===== src/dtsl_pkg.sv =====
// Purpose: constants for the debug trigger and run-status block
// Assumes: AXI4-Lite register access, 32-bit data, one word per register
// Notes: all offsets are byte addresses
package dtsl_pkg;

    // ========================================
    // register map
    localparam logic [7:0] DTSL_OFF_CTRL = 8'h00;
    localparam logic [7:0] DTSL_OFF_TRIG = 8'h04;
    localparam logic [7:0] DTSL_OFF_STAT = 8'h08;

    // ========================================
    // debug_control_reg fields
    localparam int DTSL_CTRL_EN_BIT = 7;
    localparam int DTSL_CTRL_ARM_BIT = 6;
    localparam int DTSL_CTRL_BRK_BIT = 4;

    // ========================================
    // debug_trigger_config fields
    localparam int DTSL_TRIG_QUAL_BIT = 7;
    localparam int DTSL_TRIG_BEGIN_BIT = 6;
    localparam logic [7:0] DTSL_TRIG_WMASK = 8'hCF;
    localparam logic [7:0] DTSL_TRIG_RESET = 8'h00;

    // ========================================
    // debug_run_status fields
    localparam int DTSL_STAT_AF_BIT = 7;
    localparam int DTSL_STAT_BF_BIT = 6;
    localparam int DTSL_STAT_RUN_ACTIVE_FLAG_BIT = 5;

    localparam int DTSL_FIFO_DEPTH = 8;
    localparam int DTSL_CNT_W = 4;

    localparam logic [1:0] DTSL_RESP_OKAY = 2'h0;
    localparam logic [1:0] DTSL_RESP_SLVERR = 2'h2;

    // ========================================
    // trigger mode codes
    typedef enum logic [3:0] {
        DTSL_M_A_ONLY = 4'b0000,
        DTSL_M_A_OR_B = 4'b0001,
        DTSL_M_A_THEN_B = 4'b0010,
        DTSL_M_EV_B = 4'b0011,
        DTSL_M_A_THEN_EV_B = 4'b0100,
        DTSL_M_A_AND_DB = 4'b0101,
        DTSL_M_A_AND_NDB = 4'b0110,
        DTSL_M_INSIDE = 4'b0111,
        DTSL_M_OUTSIDE = 4'b1000
    } dtsl_mode_e;

endpackage


===== src/dtsl_core.sv =====
// Purpose: trigger-mode selection and run-status reporting of a bus-analysis debug unit
// Assumes: comparator, opcode tracking and change-of-flow inputs are synchronous to clk
// Notes: FIFO storage itself lives outside; this block issues store strobes
//
// What this block does
// trigger config readable; writable only when disarmed
// config bits 4 and 5 read zero
// qualify bit gates matches by opcode execution
// begin bit chooses begin or end trace
// event-only modes always behave as begin trace
// modes 0000 A, 0001 A or B, 0010 A-then-B
// 0011 stores on B; 0100 after A first
// 0101 A and data B; 0110 A and not
// 0111 inside range; 1000 outside range
// codes 1001 to 1111 never trigger
// run status is read-only
// A flag cleared at start, set on match
// B flag cleared at start, set on match
// run-active mirrors arm while unit enabled
// run ends on full (begin) or trigger (end)
// writing zero to arm or enable stops run
// valid count cleared at start, up to eight
// valid count does not drop on FIFO reads
// host tracks remaining words itself while reading
// break request at run end when enabled
// unit enable cannot be set while secured
// match flags hold until next run start
//
// The implementer's own choices: register access over AXI4-Lite and the placing of the registers.
`timescale 1ns/1ns

module dtsl_core
    import dtsl_pkg::*;
#(
    parameter int ADDR_W = 8,
    parameter int FIFO_DEPTH = DTSL_FIFO_DEPTH
) (
    input wire logic clk,
    input wire logic rst,
    // AXI4-Lite slave
    input wire logic [ADDR_W-1:0] s_axi_awaddr,
    input wire logic s_axi_awvalid,
    output logic s_axi_awready,
    input wire logic [31:0] s_axi_wdata,
    input wire logic [3:0] s_axi_wstrb,
    input wire logic s_axi_wvalid,
    output logic s_axi_wready,
    output logic [1:0] s_axi_bresp,
    output logic s_axi_bvalid,
    input wire logic s_axi_bready,
    input wire logic [ADDR_W-1:0] s_axi_araddr,
    input wire logic s_axi_arvalid,
    output logic s_axi_arready,
    output logic [31:0] s_axi_rdata,
    output logic [1:0] s_axi_rresp,
    output logic s_axi_rvalid,
    input wire logic s_axi_rready,
    // device context
    input wire logic secure_mode,
    // comparator and tracking inputs, one bus cycle each
    input wire logic bus_access,
    input wire logic addr_match_a,
    input wire logic addr_match_b,
    input wire logic data_match_b,
    input wire logic addr_below_a,
    input wire logic addr_above_b,
    input wire logic exec_at_a,
    input wire logic exec_at_b,
    input wire logic exec_fetch,
    input wire logic cof_event,
    // toward FIFO and CPU
    output logic fifo_store,
    output logic fifo_clear,
    output logic halt_request,
    output logic run_active
);

    initial begin
        if (FIFO_DEPTH < 1 || FIFO_DEPTH > 15) begin
            $error("FIFO_DEPTH must be 1..15 for a 4-bit count");
        end
        if (ADDR_W < 4) begin
            $error("ADDR_W must reach the status register");
        end
    end

    localparam logic [DTSL_CNT_W-1:0] DEPTH_C = DTSL_CNT_W'(FIFO_DEPTH);

    // ========================================
    // state
    typedef struct packed {
        logic en;
        logic arm;
        logic brk_en;
        logic [7:0] cfg;
        logic af;
        logic bf;
        logic [DTSL_CNT_W-1:0] cnt;
        logic a_seen;
        logic trig_seen;
        logic store;
        logic clr;
        logic brk;
        logic bvalid;
        logic [1:0] bresp;
        logic rvalid;
        logic [1:0] rresp;
        logic [31:0] rdata;
    } dtsl_state_s;

    dtsl_state_s s_q;
    dtsl_state_s s_d;

    logic qual;
    logic begin_eff;
    logic event_mode;
    logic hit_a;
    logic hit_b;
    logic in_range;
    logic range_hit;
    logic out_hit;
    logic trig;
    logic run_end;
    logic wr_fire;
    logic rd_fire;
    logic [7:0] waddr;
    logic [7:0] raddr;
    logic [7:0] stat_img;
    dtsl_mode_e mode;

    // address and data are taken together; a lone channel waits for its partner
    assign s_axi_awready = s_axi_awvalid & s_axi_wvalid & ~s_q.bvalid;
    assign s_axi_wready = s_axi_awready;
    assign s_axi_arready = ~s_q.rvalid;
    assign wr_fire = s_axi_awready;
    assign rd_fire = s_axi_arvalid & ~s_q.rvalid;
    assign waddr = 8'(s_axi_awaddr);
    assign raddr = 8'(s_axi_araddr);

    assign s_axi_bvalid = s_q.bvalid;
    assign s_axi_bresp = s_q.bresp;
    assign s_axi_rvalid = s_q.rvalid;
    assign s_axi_rresp = s_q.rresp;
    assign s_axi_rdata = s_q.rdata;

    assign fifo_store = s_q.store;
    assign fifo_clear = s_q.clr;
    assign halt_request = s_q.brk;
    assign run_active = s_q.arm & s_q.en;

    // ========================================
    // match qualification and trigger decode
    assign qual = s_q.cfg[DTSL_TRIG_QUAL_BIT];
    assign mode = dtsl_mode_e'(s_q.cfg[3:0]);
    // force type takes the raw access, tag type waits for execution
    assign hit_a = qual ? exec_at_a : addr_match_a;
    assign hit_b = qual ? exec_at_b : addr_match_b;
    assign in_range = ~addr_below_a & ~addr_above_b;
    assign range_hit = in_range & (qual ? exec_fetch : bus_access);
    assign out_hit = ~in_range & (qual ? exec_fetch : bus_access);
    assign event_mode = (mode == DTSL_M_EV_B) || (mode == DTSL_M_A_THEN_EV_B);
    // event-only runs are always begin traces
    assign begin_eff = s_q.cfg[DTSL_TRIG_BEGIN_BIT] | event_mode;

    always_comb begin
        trig = 1'b0;
        unique case (s_q.cfg[3:0])
            DTSL_M_A_ONLY: trig = hit_a;
            DTSL_M_A_OR_B: trig = hit_a | hit_b;
            DTSL_M_A_THEN_B: trig = s_q.a_seen & hit_b;
            DTSL_M_EV_B: trig = 1'b0;
            DTSL_M_A_THEN_EV_B: trig = 1'b0;
            DTSL_M_A_AND_DB: trig = hit_a & data_match_b;
            DTSL_M_A_AND_NDB: trig = hit_a & ~data_match_b;
            DTSL_M_INSIDE: trig = range_hit;
            DTSL_M_OUTSIDE: trig = out_hit;
            default: trig = 1'b0;
        endcase
    end

    // begin trace ends on a full FIFO, end trace on its trigger
    assign run_end = s_q.arm & (begin_eff ? (s_q.cnt == DEPTH_C) : trig);

    assign stat_img = {s_q.af, s_q.bf, s_q.arm & s_q.en, 1'b0, s_q.cnt};

    // ========================================
    // next state
    always_comb begin
        s_d = s_q;
        s_d.store = 1'b0;
        s_d.clr = 1'b0;
        s_d.brk = 1'b0;

        // flags are only ever set here, so they hold once the run is over
        if (s_q.arm) begin
            if (hit_a) begin
                s_d.af = 1'b1;
                s_d.a_seen = 1'b1;
            end
            if (hit_b) begin
                s_d.bf = 1'b1;
            end
            if (trig) begin
                s_d.trig_seen = 1'b1;
            end
            if (event_mode) begin
                if (mode == DTSL_M_EV_B) begin
                    s_d.store = hit_b;
                end else begin
                    s_d.store = s_q.a_seen & hit_b;
                end
            end else if (begin_eff) begin
                s_d.store = (s_q.trig_seen | trig) & cof_event;
            end else begin
                s_d.store = cof_event;
            end
            // a full begin trace stores nothing more
            if (begin_eff && s_q.cnt == DEPTH_C) begin
                s_d.store = 1'b0;
            end
            if (s_d.store && s_q.cnt != DEPTH_C) begin
                s_d.cnt = s_q.cnt + 1'b1;
            end
            if (run_end) begin
                s_d.arm = 1'b0;
                s_d.store = 1'b0;
                s_d.brk = s_q.brk_en;
            end
        end

        // register writes
        if (wr_fire) begin
            s_d.bvalid = 1'b1;
            s_d.bresp = DTSL_RESP_OKAY;
            if (waddr == DTSL_OFF_CTRL) begin
                if (s_axi_wstrb[0]) begin
                    // enable may always be cleared, never set when secured
                    s_d.en = s_axi_wdata[DTSL_CTRL_EN_BIT] & ~secure_mode;
                    s_d.brk_en = s_axi_wdata[DTSL_CTRL_BRK_BIT];
                    if (!s_axi_wdata[DTSL_CTRL_ARM_BIT] || !s_d.en) begin
                        s_d.arm = 1'b0;
                        s_d.store = 1'b0;
                    end else if (!s_q.arm) begin
                        s_d.arm = 1'b1;
                        s_d.clr = 1'b1;
                        s_d.af = 1'b0;
                        s_d.bf = 1'b0;
                        s_d.cnt = '0;
                        s_d.a_seen = 1'b0;
                        s_d.trig_seen = 1'b0;
                    end
                end
            end else if (waddr == DTSL_OFF_TRIG) begin
                if (s_axi_wstrb[0] && !s_q.arm) begin
                    s_d.cfg = s_axi_wdata[7:0] & DTSL_TRIG_WMASK;
                end
            end else if (waddr == DTSL_OFF_STAT) begin
                s_d.bresp = DTSL_RESP_OKAY;
            end else begin
                s_d.bresp = DTSL_RESP_SLVERR;
            end
        end else if (s_q.bvalid && s_axi_bready) begin
            s_d.bvalid = 1'b0;
        end

        // register reads have no side effect on the count
        if (rd_fire) begin
            s_d.rvalid = 1'b1;
            s_d.rresp = DTSL_RESP_OKAY;
            s_d.rdata = '0;
            if (raddr == DTSL_OFF_CTRL) begin
                s_d.rdata[DTSL_CTRL_EN_BIT] = s_q.en;
                s_d.rdata[DTSL_CTRL_ARM_BIT] = s_q.arm;
                s_d.rdata[DTSL_CTRL_BRK_BIT] = s_q.brk_en;
            end else if (raddr == DTSL_OFF_TRIG) begin
                s_d.rdata[7:0] = s_q.cfg;
            end else if (raddr == DTSL_OFF_STAT) begin
                s_d.rdata[7:0] = stat_img;
            end else begin
                s_d.rresp = DTSL_RESP_SLVERR;
            end
        end else if (s_q.rvalid && s_axi_rready) begin
            s_d.rvalid = 1'b0;
        end
    end

    always_ff @(posedge clk or posedge rst) begin
        if (rst) begin
            s_q <= '0;
            s_q.cfg <= DTSL_TRIG_RESET;
        end else begin
            s_q <= s_d;
        end
    end

    logic cfg_wr;
    logic ctrl_wr;
    assign cfg_wr = wr_fire && waddr == DTSL_OFF_TRIG && s_axi_wstrb[0];
    assign ctrl_wr = wr_fire && waddr == DTSL_OFF_CTRL;
endmodule // dtsl_core


===== config.mk =====
export PLATFORM = sky130hd
export DESIGN_NAME = dtsl_core
export DESIGN_NICKNAME = d
export VERILOG_FILES = /design/src/dtsl_pkg.sv /design/src/dtsl_core.sv
export SDC_FILE = /design/constraint.sdc
export NUM_CORES = 1
export LEC_CHECK = 0
export ABC_CLOCK_PERIOD_IN_PS = 3050
export BUFFER_PORTS_ARGS = -buffer_cell sky130_fd_sc_hd__buf_2
export CAP_MARGIN = 20
export CORE_MARGIN = 2
export CORE_UTILIZATION = 48
export DETAILED_ROUTE_END_ITERATION = 7
export GPL_TIMING_DRIVEN = 0
export PLACE_DENSITY = 0.86
export SETUP_SLACK_MARGIN = 0.2
export SLEW_MARGIN = 20
export SYNTH_ARGS = -nofsm -noshare
export SYNTH_HDL_FRONTEND = slang
export SYNTH_SLANG_ARGS = --single-unit

===== constraint.sdc =====
create_clock -name clk -period 3.05 [get_ports clk]
set_input_delay 0.1525 -clock clk [delete_from_list [all_inputs] [get_ports clk]]
set_output_delay 0.1525 -clock clk [all_outputs]
set_load 0.01 [all_outputs]

==> results_dict.tcl <==
set metrics [dict create \
    combPwrFrac 0.173 \
    p_int_mw 0.729 \
    power_switching_mw 0.242 \
    drt_pass1_iterations 4 \
    hold_violations 0 \
    core_area_um2 4000 \
    place_area_um2 2460 \
    clockBufferDepth 2 \
    htreeDepth 2 \
    grt_pass1_vias 1498 \
    power_frac_seq 0.476 \
    dp_cells 348 \
    wire_per_inst_um 10.9 \
    gp_congestion 0.905 \
    hpwl_um 3070 \
    synth_cell_type_count 43 \
    final_cell_area_um2 2560 \
    cp-start-kind "flip-flop" \
    async_reset_ff_frac 1.00 \
    final_util 0.641 \
    syn_area_um2 2000 \
    diodes 0 \
    synth-edff-count 0 \
    overflow 0 \
    arrival_ns 2.04 \
    netSwitchingFraction 0.249 \
    ys_seq_elements 32 \
    num-fill-cells 338 \
    crit_required_ns 3.21 \
    synthFlopType "dfrtp_1" \
    dieArea_um2 4700 \
    die_x_um 68.6 \
    antenna_found_initial 0 \
    io_pins 115 \
    maxSlewViolCount 0 \
    finalSetupTns_ns 0 \
    io_buffers 60 \
    power_density_nw_per_um2 379 \
    fin_ws_ns 1.17 \
    rsz0062_at_grt "no" \
    cellLeakagePower_nw 1.41 \
    avgSynthCellArea_um2 9.40 \
    drc 0 \
    drv_cap 0 \
    cp_max_fo 10 \
    synth_cells 213 \
    final-instance-count-excl-fill 356 \
    vias 1638 \
    worstSetupPathType "flip-flop to flip-flop" \
    rows 23 \
    synth_top_cell_area_share 0.400 \
    cts_buffers 5 \
    multi_input_area_um2 917 \
    grt_max_degree 33 \
    yosysSeqAreaShare 0.400 \
    min_path_type "primary input to flip-flop" \
    max-slew-margin-rel 0.561 \
    cts_sinks 32 \
    nets 378 \
    total_power_mw 0.971 \
    track_usage 0.183 \
    clock_power_share 0.351 \
    cts_setup_buffers 0 \
    finalSetupViolations 0 \
    finalWirelength_um 3870 \
    drive_above_1_share 0.402 \
    timing.hold.ws_ns 0.0474 \
    critPathLaunch "mode[1]" \
    path_clk_slew_ns 0.06 \
    period_share 0.616 \
    r2r-start "mode[1]" \
    root_buffer "clkbuf_8" \
    cts_tree "done" \
    period_needed_ns 1.88 \
    synth_area_leaders "dfrtp_1 40%, buf_4 15%, nand2_1 6.4%" \
    worst_pin_slew_ns 0.658 \
    max_freq_mhz 533 \
    vias_per_cell 4.60 \
    peakVddDrop_v 0.000224 \
    yosys.area.top_type "dfrtp_1" \
    ctsResizeCount 0 \
    clk_latency_ns 0.28 \
    die_y_um 68.6 \
    preCtsSetupSlack_ns 1.16 \
    fin_worst_skew_ns 0.00369 \
    status "finished clean" \
    drtIter0Drc 29 \
    hold_start "s_axi_bready" \
    area_growth_pct 28.1 \
    initial_core_util 0.500 \
    grt_pass1_wl_um 6380 \
    synth_warnings 0 \
    end_kind "flip-flop" \
    antenna_left 0 \
    seqCellArea_um2 801 \
]
==> cell families after synthesis <==
| family | share of synthesized area |
|---|---|
| AND/OR/NAND/NOR | 0.181 |
| buffers and inverters | 0.189 |
| AO/OA/AOI/OAI | 0.127 |
| flip-flops | 0.400 |
| multiplexers | 0.0887 |
| adder cells (fa/ha/maj) | 0.0125 |
| other | 0.00187 |
==> layout by cell type (no fill, tap or decap), types with 2 or more instances in the layout <==
cell type | netlist | layout
buf_6 | 3 | 3
inv_1 | 9 | 8
clkbuf_1 | 2 | 2
ha_1 | 2 | 2
o31ai_1 | 7 | 7
buf_4 | 39 | 39
buf_2 | 2 | 62
mux2i_1 | 11 | 11
clkbuf_8 | 0 | 7
nand3b_1 | 4 | 4
nor2_1 | 11 | 11
mux2_2 | 5 | 5
nor4b_1 | 2 | 2
a21oi_1 | 6 | 6
o21ai_0 | 9 | 9
conb_1 | 1 | 26
nor3_1 | 2 | 2
dfrtp_1 | 32 | 32
nor2b_1 | 3 | 3
nand2_1 | 34 | 34
a22oi_1 | 4 | 4
nand4_1 | 2 | 2
nor4_1 | 2 | 2
==> cells in the mapped netlist, drive strengths merged, types with 2 or more instances <==
cell	n
a21oi	6
nor3	3
dfrtp	32
inv	9
o31ai	7
ha	2
nand2	35
mux2i	11
nor4	2
nand4	2
buf	44
nor2b	3
nor2	11
a22oi	4
clkbuf	2
nor4b	2
mux2	6
o32a	2
a31oi	2
nor3b	2
nand3b	4
o21ai	11
==> sequential cells by signal, indices dropped and copies added, names as in the netlist <==
name / flops
s_q: 12
mode: 4
s_axi_rresp: 1
s_axi_rdata: 8
s_axi_bresp: 1
s_axi_bvalid: 1
s_axi_rvalid: 1
fifo_clear: 1
halt_request: 1
fifo_store: 1
qual: 1
==> critical path: stages, from the launching register on <==
cell      delay (ns)
dfrtp_1         0.38
buf_2           0.22
nand3b_1        0.10
a211oi_1        0.36
o21ai_1         0.17
a31oi_4         0.23
nand4_1         0.15
mux2i_1         0.14
==> routing by layer <==
| metal | vias to the layer above | GRT usage | share of wire |
|---|---|---|---|
| met2 | 58 | 0.333 | 0.51 |
| met4 | 0 | 0.0525 | 0.011 |
| met5 | - | 0 | 0 |
| met1 | 726 | 0.209 | 0.41 |
| li1 | 849 | - | - |
| met3 | 5 | 0.0455 | 0.066 |
==> area by class of cell <==
cell class	count	share of cell area
flip-flops and latches	32	0.312
well taps	50	0.0244
repair buffers	61	0.121
plain buffers	46	0.134
inverters	9	0.0132
multi-input cells	151	0.358
clock buffers	7	0.0376
==> power by group through the flow <==
stage / combinational [mW] / sequential, mW / clock (mW)
2_1_floorplan: 0.112 / 0.468 / 0
3_3_place_gp: 0.162 / 0.468 / 0
3_5_place_dp: 0.167 / 0.470 / 0
4_1_cts: 0.169 / 0.462 / 0.353
5_1_grt: 0.193 / 0.465 / 0.377
6_report: 0.168 / 0.463 / 0.341
==> final timing paths <==
path | slack, ns | to | depth (start not counted)
worst max register to register | 1.17 | s_q[46] | 7
worst min-delay path | 0.05 | s_axi_bvalid | 2
max in group asynchronous | 2.10 | s_q[55] | 3
min in group asynchronous | 0.52 | s_axi_rvalid | 3
worst min register to register | 0.48 | s_axi_rdata[7] | 2
worst max-delay path | 1.17 | s_q[46] | 7
==> what timing repair did <==
action | CTS | global route
hold endpoints to repair | 32 | 0
endpoints found under the setup margin | 0 | 0
hold buffers | 1 | 0
No activity file was read; power rests on OpenSTA's default activity.
